$ cat src/rtl/dmpp_pkg.sv
/*
  Constants for the drive mode parameter and policy block: page layout,
  writable masks, reset images, field positions and timing figures.
  Assumes the parameter bytes are addressed by page code and byte index.
*/
package dmpp_pkg;
  // ==========================================================
  // Page identity and layout
  localparam logic [7:0] PG_VENDOR = 8'h00;
  localparam logic [7:0] PG_RECOV  = 8'h01;
  localparam logic [7:0] PS_FLAG   = 8'h80;
  localparam logic [7:0] P0_LEN    = 8'h0e;
  localparam logic [7:0] P1_LEN    = 8'h0a;
  localparam logic [3:0] P0_LAST   = 4'hf;
  localparam logic [3:0] P1_LAST   = 4'hb;
  localparam logic [3:0] IDX_CODE  = 4'h0;
  localparam logic [3:0] IDX_LEN   = 4'h1;
  localparam logic [3:0] IDX_XBITS = 4'h3;

  // ==========================================================
  // Writable masks and reset images, byte 0 in the low bits
  localparam logic [127:0] P0_MASK =
    128'hb4ff_ffff_ffff_ff00_ffcf_1300_5009_0000;
  localparam logic [127:0] P0_RST  =
    128'h0000_1416_3000_0000_0000_0200_0000_0000;
  localparam logic [127:0] P1_MASK =
    128'h0000_0000_ffff_00ff_0000_0000_fff6_0000;
  localparam logic [127:0] P1_RST  =
    128'h0000_0000_0000_0001_0000_0000_0100_0000;

  // ==========================================================
  // Field positions inside the flat page images
  localparam int B_MERGE  = 2*8+3;
  localparam int B_XMODE  = 3*8+6;
  localparam int B_NDRPT  = 3*8+4;
  localparam int B_SUPP   = 5*8+4;
  localparam int B_QAGE   = 5*8+1;
  localparam int B_SKIP   = 6*8+7;
  localparam int B_BRR    = 6*8+6;
  localparam int B_TMRH   = 6*8;
  localparam int B_TMRL   = 7*8;
  localparam int B_TEMP   = 9*8;
  localparam int B_AGEH   = 10*8;
  localparam int B_AGEL   = 11*8;
  localparam int B_RTH    = 12*8;
  localparam int B_WTH    = 13*8;
  localparam int B_RSTDIS = 14*8+7;
  localparam int B_NOWR   = 14*8+3;
  localparam int B_CERT   = 15*8+5;
  localparam int B_CRF    = 2*8+4;
  localparam int B_POST   = 2*8+2;
  localparam int B_RRL    = 3*8;
  localparam int B_WRL    = 8*8;
  localparam int B_RTLH   = 10*8;
  localparam int B_RTLL   = 11*8;

  // ==========================================================
  // Policy values and timing
  localparam logic [7:0] TEMP_DFLT       = 8'h55;
  localparam logic [7:0] DFLT_READ_RETRY = 8'h10;
  localparam logic [3:0] SK_ABORTED      = 4'hb;
  localparam int TICK_MS       = 50;
  localparam int CLK_PERIOD_NS = 10;
  localparam int NS_PER_MS     = 1000000;
  localparam int TICK_CYC_DFLT = TICK_MS*NS_PER_MS/CLK_PERIOD_NS;
  localparam int NSLOT         = 4;

  typedef enum logic [1:0] {
    RK_READ  = 2'b00,
    RK_WRITE = 2'b01,
    RK_NDATA = 2'b10
  } dmpp_rk_e;

  typedef enum logic [1:0] {
    XS_IDLE  = 2'b00,
    XS_ARMED = 2'b01,
    XS_STOP  = 2'b10,
    XS_RUN   = 2'b11
  } dmpp_xs_e;
endpackage

$ cat src/rtl/dmpp_top.sv
/*
  Mode parameter pages 00h and 01h with the policy logic they steer:
  queue aging, overall command timer, recovered error posting, format
  and reassign options, self-seek exercise and temperature warning.
  Assumes mode select/sense bytes arrive one per cycle on the par_ port
  and that event inputs are single-cycle pulses synchronous to clk_sys.
*/
`timescale 1ns/1ps
module dmpp_top
  import dmpp_pkg::*;
#(
  parameter int unsigned TICK_CYC = TICK_CYC_DFLT
) (
  // Clock and reset
  input  wire logic        clk_sys,
  input  wire logic        arst_n,
  // Mode parameter access
  input  wire logic        par_wr,
  input  wire logic [7:0]  par_page,
  input  wire logic [3:0]  par_idx,
  input  wire logic [7:0]  par_wdata,
  output logic      [7:0]  par_rdata,
  // Spindle events
  input  wire logic        spinning,
  input  wire logic        spin_stop,
  input  wire logic        spin_start,
  // Command queue
  input  wire logic        q_push,
  input  wire logic [1:0]  q_push_slot,
  input  wire logic        q_pop,
  input  wire logic [1:0]  q_pop_slot,
  output logic             q_fifo_mode,
  output logic      [1:0]  q_fifo_slot,
  // Active read/write command
  input  wire logic        cmd_start,
  input  wire logic        cmd_rw,
  input  wire logic        cmd_done,
  output logic             cmd_abort,
  output logic      [3:0]  cmd_sense_key,
  // Recovered error events
  input  wire logic        rec_evt,
  input  wire logic [1:0]  rec_kind,
  input  wire logic [7:0]  rec_step,
  output logic             rec_post,
  // Status inputs
  input  wire logic        fmt_degraded,
  input  wire logic        cmd_is_tur,
  input  wire logic [7:0]  temp_c,
  // Policy outputs
  output logic             tur_report_degraded,
  output logic             temp_warn,
  output logic             fmt_merge,
  output logic             fmt_no_write,
  output logic             fmt_certify,
  output logic             reassign_restore,
  output logic             skip_reassigned,
  output logic             seek_exercise,
  output logic      [7:0]  read_retry_max,
  output logic      [7:0]  write_retry_max,
  output logic      [15:0] recovery_time_limit
);

  function automatic logic [7:0] byte_of(logic [127:0] v,
                                         logic [3:0] i);
    return v[{i, 3'b000} +: 8];
  endfunction

  // ==========================================================
  // Parameter pages
  logic [127:0] p0_ff;
  logic [127:0] p1_ff;
  logic [7:0]   nxt_rdata;
  logic         p0_wr;
  logic         p1_wr;
  logic [7:0]   m0;
  logic [7:0]   m1;

  assign p0_wr = par_wr && (par_page == PG_VENDOR);
  assign p1_wr = par_wr && (par_page == PG_RECOV)
                 && (par_idx <= P1_LAST);
  assign m0 = byte_of(P0_MASK, par_idx);
  assign m1 = byte_of(P1_MASK, par_idx);

  // Ignored bits sit in the mask so they read back, but no logic uses them
  always_ff @(posedge clk_sys or negedge arst_n) begin
    if (!arst_n) begin
      p0_ff <= P0_RST;
    end else if (p0_wr) begin
      p0_ff[{par_idx, 3'b000} +: 8] <=
        (byte_of(p0_ff, par_idx) & ~m0) | (par_wdata & m0);
    end
  end

  always_ff @(posedge clk_sys or negedge arst_n) begin
    if (!arst_n) begin
      p1_ff <= P1_RST;
    end else if (p1_wr) begin
      p1_ff[{par_idx, 3'b000} +: 8] <=
        (byte_of(p1_ff, par_idx) & ~m1) | (par_wdata & m1);
    end
  end

  // Unknown pages and indices beyond the page read as zero
  always_comb begin
    nxt_rdata = '0;
    if (par_page == PG_VENDOR || (par_page == PG_RECOV
                                  && par_idx <= P1_LAST)) begin
      if (par_idx == IDX_CODE) begin
        nxt_rdata = PS_FLAG | par_page;
      end else if (par_idx == IDX_LEN) begin
        nxt_rdata = (par_page == PG_VENDOR) ? P0_LEN : P1_LEN;
      end else begin
        nxt_rdata = (par_page == PG_VENDOR) ? byte_of(p0_ff, par_idx)
                                            : byte_of(p1_ff, par_idx);
      end
    end
  end

  always_ff @(posedge clk_sys or negedge arst_n) begin
    if (!arst_n) begin
      par_rdata <= '0;
    end else begin
      par_rdata <= nxt_rdata;
    end
  end

  // Field views
  logic        f_merge, f_xmode, f_ndrpt, f_supp, f_qage, f_skip;
  logic        f_brr, f_rstdis, f_nowr, f_cert, f_crf, f_post;
  logic [11:0] f_tmr;
  logic [15:0] f_age;
  logic [7:0]  f_temp, f_rth, f_wth, f_rrl, f_wrl;

  assign f_merge  = p0_ff[B_MERGE];
  assign f_xmode  = p0_ff[B_XMODE];
  assign f_ndrpt  = p0_ff[B_NDRPT];
  assign f_supp   = p0_ff[B_SUPP];
  assign f_qage   = p0_ff[B_QAGE];
  assign f_skip   = p0_ff[B_SKIP];
  assign f_brr    = p0_ff[B_BRR];
  assign f_tmr    = {p0_ff[B_TMRH +: 4], p0_ff[B_TMRL +: 8]};
  assign f_temp   = p0_ff[B_TEMP +: 8];
  assign f_age    = {p0_ff[B_AGEH +: 8], p0_ff[B_AGEL +: 8]};
  assign f_rth    = p0_ff[B_RTH +: 8];
  assign f_wth    = p0_ff[B_WTH +: 8];
  assign f_rstdis = p0_ff[B_RSTDIS];
  assign f_nowr   = p0_ff[B_NOWR];
  assign f_cert   = p0_ff[B_CERT];
  assign f_crf    = p1_ff[B_CRF];
  assign f_post   = p1_ff[B_POST];
  assign f_rrl    = p1_ff[B_RRL +: 8];
  assign f_wrl    = p1_ff[B_WRL +: 8];

  // ==========================================================
  // 50 ms tick
  logic [22:0] tick_cnt_ff;
  logic        tick;

  assign tick = (tick_cnt_ff == 23'(TICK_CYC - 1));

  always_ff @(posedge clk_sys or negedge arst_n) begin
    if (!arst_n) begin
      tick_cnt_ff <= '0;
    end else begin
      tick_cnt_ff <= tick ? '0 : tick_cnt_ff + 23'h1;
    end
  end

  // ==========================================================
  // Queue aging: per-slot age and arrival rank
  logic [NSLOT-1:0] qv_ff;
  logic [15:0]      qage_ff [NSLOT];
  logic [1:0]       qrank_ff [NSLOT];
  logic [2:0]       qcnt;
  logic [NSLOT-1:0] q_expired;
  logic [1:0]       q_oldest;

  always_comb begin
    qcnt = '0;
    q_oldest = '0;
    q_expired = '0;
    for (int i = 0; i < NSLOT; i++) begin
      q_expired[i] = qv_ff[i] && (qage_ff[i] > f_age);
      qcnt = qcnt + {2'b00, qv_ff[i]};
      if (qv_ff[i] && qrank_ff[i] == 2'b00) begin
        q_oldest = 2'(i);
      end
    end
  end

  // A pop in the same cycle lowers the rank that a push takes
  always_ff @(posedge clk_sys or negedge arst_n) begin
    if (!arst_n) begin
      qv_ff <= '0;
      for (int i = 0; i < NSLOT; i++) begin
        qage_ff[i]  <= '0;
        qrank_ff[i] <= '0;
      end
    end else begin
      for (int i = 0; i < NSLOT; i++) begin
        if (q_push && q_push_slot == 2'(i)) begin
          qv_ff[i]    <= 1'b1;
          qage_ff[i]  <= '0;
          qrank_ff[i] <= 2'(qcnt - {2'b00, q_pop});
        end else if (q_pop && q_pop_slot == 2'(i)) begin
          qv_ff[i] <= 1'b0;
        end else if (qv_ff[i]) begin
          if (tick && qage_ff[i] != '1) begin
            qage_ff[i] <= qage_ff[i] + 16'h1;
          end
          if (q_pop && qrank_ff[i] > qrank_ff[q_pop_slot]) begin
            qrank_ff[i] <= qrank_ff[i] - 2'h1;
          end
        end
      end
    end
  end

  // Oldest entry is aged first, so it alone decides arrival order
  always_ff @(posedge clk_sys or negedge arst_n) begin
    if (!arst_n) begin
      q_fifo_mode <= 1'b0;
      q_fifo_slot <= '0;
    end else begin
      q_fifo_mode <= f_qage && (|q_expired);
      q_fifo_slot <= q_oldest;
    end
  end

  // ==========================================================
  // Overall command timer, separate from aging and block recovery
  logic        tmr_run_ff;
  logic [11:0] tmr_cnt_ff;
  logic        tmr_hit;

  assign tmr_hit = tmr_run_ff && (f_tmr != '0)
                   && (tmr_cnt_ff >= f_tmr);

  always_ff @(posedge clk_sys or negedge arst_n) begin
    if (!arst_n) begin
      tmr_run_ff    <= 1'b0;
      tmr_cnt_ff    <= '0;
      cmd_abort     <= 1'b0;
      cmd_sense_key <= '0;
    end else begin
      cmd_abort <= tmr_hit;
      if (cmd_start) begin
        tmr_run_ff <= cmd_rw;
        tmr_cnt_ff <= '0;
      end else if (cmd_done || tmr_hit) begin
        tmr_run_ff <= 1'b0;
      end else if (tmr_run_ff && tick && tmr_cnt_ff != '1) begin
        tmr_cnt_ff <= tmr_cnt_ff + 12'h1;
      end
      if (tmr_hit) begin
        cmd_sense_key <= SK_ABORTED;
      end
    end
  end

  // ==========================================================
  // Self-seek exercise sequencing
  dmpp_xs_e xs_ff;

  always_ff @(posedge clk_sys or negedge arst_n) begin
    if (!arst_n) begin
      xs_ff <= XS_IDLE;
    end else if (!f_xmode) begin
      xs_ff <= XS_IDLE;
    end else begin
      unique case (xs_ff)
        XS_IDLE:  if (spinning) xs_ff <= XS_ARMED;
        XS_ARMED: if (spin_stop) xs_ff <= XS_STOP;
        XS_STOP:  if (spin_start) xs_ff <= XS_RUN;
        XS_RUN:   xs_ff <= XS_RUN;
      endcase
    end
  end

  // ==========================================================
  // Recovered error posting and policy outputs
  logic [7:0] temp_lim;
  logic       post_ok;

  assign temp_lim = (f_temp == '0) ? TEMP_DFLT : f_temp;

  always_comb begin
    post_ok = 1'b0;
    unique case (rec_kind)
      RK_READ:  post_ok = rec_step > f_rth;
      RK_WRITE: post_ok = rec_step > f_wth;
      RK_NDATA: post_ok = f_ndrpt;
      default:  post_ok = 1'b0;
    endcase
  end

  always_ff @(posedge clk_sys or negedge arst_n) begin
    if (!arst_n) begin
      rec_post            <= 1'b0;
      tur_report_degraded <= 1'b0;
      temp_warn           <= 1'b0;
      fmt_merge           <= 1'b0;
      fmt_no_write        <= 1'b0;
      fmt_certify         <= 1'b0;
      reassign_restore    <= 1'b0;
      skip_reassigned     <= 1'b0;
      seek_exercise       <= 1'b0;
      read_retry_max      <= '0;
      write_retry_max     <= '0;
      recovery_time_limit <= '0;
    end else begin
      rec_post <= rec_evt && f_post && post_ok;
      tur_report_degraded <= fmt_degraded && cmd_is_tur
                             && !f_supp;
      temp_warn        <= temp_c >= temp_lim;
      fmt_merge        <= f_merge;
      fmt_no_write     <= f_nowr;
      fmt_certify      <= f_cert;
      reassign_restore <= !f_rstdis;
      skip_reassigned  <= f_skip && f_crf;
      seek_exercise    <= (xs_ff == XS_RUN);
      if (f_brr) begin
        read_retry_max <= f_rrl;
      end else begin
        read_retry_max <= (f_rrl != '0) ? DFLT_READ_RETRY : '0;
      end
      write_retry_max     <= f_wrl;
      recovery_time_limit <= {p1_ff[B_RTLH +: 8], p1_ff[B_RTLL +: 8]};
    end
  end
endmodule // dmpp_top

$ cat config.mk
export PLATFORM = sky130hd
export DESIGN_NAME = dmpp_top
export DESIGN_NICKNAME = d
export VERILOG_FILES = /design/src/rtl/dmpp_pkg.sv /design/src/rtl/dmpp_top.sv
export SDC_FILE = /design/constraint.sdc
export NUM_CORES = 1
export LEC_CHECK = 0
export ABC_CLOCK_PERIOD_IN_PS = 3130
export BUFFER_PORTS_ARGS = -buffer_cell sky130_fd_sc_hd__buf_4
export CORE_MARGIN = 2
export CORE_UTILIZATION = 62
export DETAILED_ROUTE_END_ITERATION = 10
export PLACE_DENSITY = 0.77
export SKIP_LAST_GASP = 1
export SLEW_MARGIN = 30
export SYNTH_ARGS = -nofsm -noshare
export SYNTH_HDL_FRONTEND = slang
export SYNTH_SLANG_ARGS = --single-unit
$ cat constraint.sdc
create_clock -name clk_sys -period 3.13 [get_ports clk_sys]
set_clock_uncertainty 0.1 [all_clocks]
set_input_delay 0.4695 -clock clk_sys [delete_from_list [all_inputs] [get_ports clk_sys]]
set_output_delay 0.4695 -clock clk_sys [all_outputs]
set_load 0.01 [all_outputs]
==> parameters.txt <==
Parameter                              Value

Finish
  Most frequent cells in the layout    sky130_fd_sc_hd__dfrtp_1, sky130_fd_sc_hd__nand2_1, sky130_fd_sc_hd__buf_4
  Combined area of the multi-input logic cells    about 11000 sq um
  Number of antenna cells inserted    0
  Most common cell after layout, fill and taps aside    sky130_fd_sc_hd__dfrtp_1
  Fill cell count    ~2400
  Layout overhead on the synthesized area    15.0%
  Final core occ    between 70 and 80%
  Area taken by flip-flops and latches    ~11000 sq um
  Ratio of cells with drive above 1 in the final layout    a little over a fifth
  Number of nets at the end of the flow    ~2500

Worst hold path
  Worst hold path stage count    3
  Worst-case hold path end point    rec_post$_DFF_PN0_
  Class of the worst hold path    in -> reg
  Hold Crit Start    rec_evt

Detailed routing
  Drc violations    0
  Number of search-and-repair iterations in the first detailed-routing pass    8
  Total Wirelength    roughly 62 mm
  DR vias    between 15000 and 20000
  Starting DRC count in detailed routing    1848
  Post-route ant nets    0
  Via density per instance    6.47
  WL per Instance    22.3 um

Synth
  Most area-consuming cells after synthesis    sky130_fd_sc_hd__dfrtp_1, sky130_fd_sc_hd__ha_1, sky130_fd_sc_hd__mux4_2, sky130_fd_sc_hd__mux2_2, sky130_fd_sc_hd__nand2_1
  Number of synthesized flops with an enable pin    0
  Total of flip-flops plus latches after synthesis    between 400 and 500
  Post-synthesis net count    2320
  Main synth FF type    sky130_fd_sc_hd__dfrtp_1
  Cell area after technology mapping    around 23000 sq um
  Post-synthesis average cell area    between 10 and 15 sq um
  Post-Synthesis Cells    around 2100
  Fraction of post-synthesis cell area in the top cell type by area    45.8%
  Sequential cell area fraction in the yosys report    a little under half
  Async set-or-reset flop fraction in the synthesized netlist    between 90% and 100%
  Synth area leader    sky130_fd_sc_hd__dfrtp_1
  Synth unique cells    80
  Warnings, synthesis    0

STA
  Total of endpoints with negative setup slack in the final report    0
  PnR worst setup slack    ~0.20 ns
  Peak Freq    about 340 MHz
  RSZ-0062 raised after global routing    false
  Final number of hold-violating endpoints    0
  Total negative setup slack    0 ns
  Share of the cycle needed by the critical path after routing    between 90 and 100%
  Worst-case headroom to the max-slew limit    between 30% and 40%
  Time the final worst path needs with I/O delays and setup    between 2 and 3 ns
  Slew at the pin closest to its max-slew limit    approximately 1 ns
  Max-slew violation count    0

Placement
  Worst Setup Slack post-DPL    -0.0768 ns
  Detailed placer's ending HPWL    roughly 45 mm
  Count of input and output buffers    approximately 110
  GP Congestion    about 0.95

Floorplanning
  Overall die width    between 150 and 200 um
  Initial core utilization    between 60% and 70%
  Number of placed I/O pins    about 110
  Area of the die    38000 sq um
  Row cnt    69
  Core outline area    approximately 36000 sq um
  Die Y    195 um

Clock network
  Number of levels in the clock H-tree    2
  Inserted Clock Buffers    45
  Buffers from clock root to sink, at most    3
  Total clock sinks    between 400 and 500
  Clk Latency, worst-skew pair    0.59 ns
  Post-cts gate resize count    0
  Master cell of the clock root buffer    sky130_fd_sc_hd__clkbuf_16
  TritonCTS clock tree    done
  Register clock-pin slew on the reported worst setup and hold paths    0.07 ns

Power and ir drop
  Final total power    about 13 mW
  Static leakage power    approximately 12 nW
  Power density over cell area    480 nW/um^2
  Worst IR drop on VDD    420 uV

Critical path
  R2R Path End    tmr_cnt_ff[7]$_DFFE_PN0P_
  Data required time at the worst endpoint    approximately 3.5 ns
  Register-to-register setup slack    about 0.20 ns
  Sort of element at the end of the critical path    flop
  Maximum net fanout on the critical path    17
  Start of the worst register-to-register path    tick_cnt_ff[15]$_DFF_PN0_
  Data arrival time of the critical path    3.30 ns
  R2R cell count    6
  Critical setup path kind    reg -> reg
  Crit start category    flop

Run
  Maximum Capacitance Violations    0

Global routing
  Global-route wire length before repair    slightly below 100 mm
  Total Routing Usage GR    roughly a third
  Total congestion overflow    0
  Vias in the first global route    between 15000 and 20000
  Largest net degree at the start of global routing    85
  Number of antenna violations at the first check in global routing    0

Status
  Status    complete, no violations
## report_power, final
part / leakage, nW / total (mW) / internal (mW) / switching (mW)
Combinational: 5.68 / 1.36 / 0.520 / 0.837
Clock: 0.740 / 5.51 / 3.21 / 2.29
Sequential: 5.79 / 5.64 / 5.57 / 0.0704
Total: 12.2 / 12.5 / 9.30 / 3.20
## sequential cells by signal (all words and copies together), names as in the netlist, 2 cells and up
register / cells
p0_ff: 128
p1_ff: 128
par_rdata: 8
q_fifo_slot: 2
qage_ff: 64
qrank_ff: 8
qv_ff: 4
read_retry_max: 8
recovery_time_limit: 16
tick_cnt_ff: 23
tmr_cnt_ff: 12
write_retry_max: 8
xs_ff: 2
## cells by family (layout without fill, tap and decap cells)
logic type      count (synthesis)  in the layout  synth area share (%)
xor+xnor                       66             66                  2.55
flops                         424            424                  46.9
other cells                     1              1                0.0166
simple gates                  708            708                  15.3
mux                           191            191                  12.8
compound gates                410            410                  11.5
buf+inv                       210            394                  3.86
fa+ha+maj                     127            127                  7.05
## synth_stat cells (54+ instances only)
library cell / number
sky130_fd_sc_hd__clkbuf_1: 72
sky130_fd_sc_hd__ha_1: 126
sky130_fd_sc_hd__a21oi_1: 111
sky130_fd_sc_hd__mux2_2: 84
sky130_fd_sc_hd__mux4_2: 70
sky130_fd_sc_hd__nand3_1: 64
sky130_fd_sc_hd__a22o_1: 54
sky130_fd_sc_hd__nor2_1: 183
sky130_fd_sc_hd__dfrtp_1: 414
sky130_fd_sc_hd__nand2_1: 208
sky130_fd_sc_hd__o21ai_0: 118
sky130_fd_sc_hd__inv_1: 93
## metrics by stage
stage | hold WS [ns] | cell area [sq um] | instances
2_1_floorplan | 0.0739 | 22700 | 2137
3_3_place_gp | 0.260 | 24400 | 2697
3_5_place_dp | 0.263 | 24500 | 2697
4_1_cts | 0.0357 | 26000 | 2782
5_1_grt | 0.0498 | 26000 | 2782
6_report | 0.0381 | 26000 | 2782
## worst max-delay path, cell delays in order, from the launching register on
cell                      delay [ns]
sky130_fd_sc_hd__dfrtp_1        0.44
sky130_fd_sc_hd__or4_4          0.57
sky130_fd_sc_hd__nor4_4         0.21
sky130_fd_sc_hd__nand2_2        0.13
sky130_fd_sc_hd__o41a_1         0.65
sky130_fd_sc_hd__nor4_1         0.35
sky130_fd_sc_hd__mux2_2         0.37
## worst max path at each step
stage / end / slack [ns] / startpoint
floorplan: p1_ff[53]$_DFFE_PN0P_ / 0.01 / par_idx[1]
global placement: p1_ff[22]$_DFFE_PN0P_ / -0.05 / par_page[4]
detailed placement: p1_ff[11]$_DFFE_PN0P_ / -0.08 / par_page[4]
CTS: tmr_cnt_ff[7]$_DFFE_PN0P_ / 0.19 / tick_cnt_ff[15]$_DFF_PN0_
global route: tmr_cnt_ff[7]$_DFFE_PN0P_ / 0.07 / tick_cnt_ff[15]$_DFF_PN0_
finish: tmr_cnt_ff[7]$_DFFE_PN0P_ / 0.20 / tick_cnt_ff[15]$_DFF_PN0_
## cell type report
class                           instances  area share [%]
Sequential cell                       424            40.8
Multi-Input combinational cell       1503            42.9
Inverter                               95            1.37
Timing Repair Buffer                  219            6.87
Clock inverter                         17           0.716
Clock buffer                           63            5.10
Tap cell                              461            2.22
## per-layer routing
| layer | GRT usage, % | vias to the layer above | routed length, um |
|---|---|---|---|
| met4 | 10.8 | 0 | 1670 |
| met5 | 0 | - | 0 |
| met3 | 5.13 | 121 | 4950 |
| li1 | - | 8001 | - |
| met2 | 51.0 | 846 | 28600 |
| met1 | 48.6 | 9026 | 26700 |
## what timing repair did
action	in CTS	in global routing
buffers inserted	0	0
hold buffers	5	0
endpoints found under the hold margin	62	0
(Power assumes the default switching activity.)
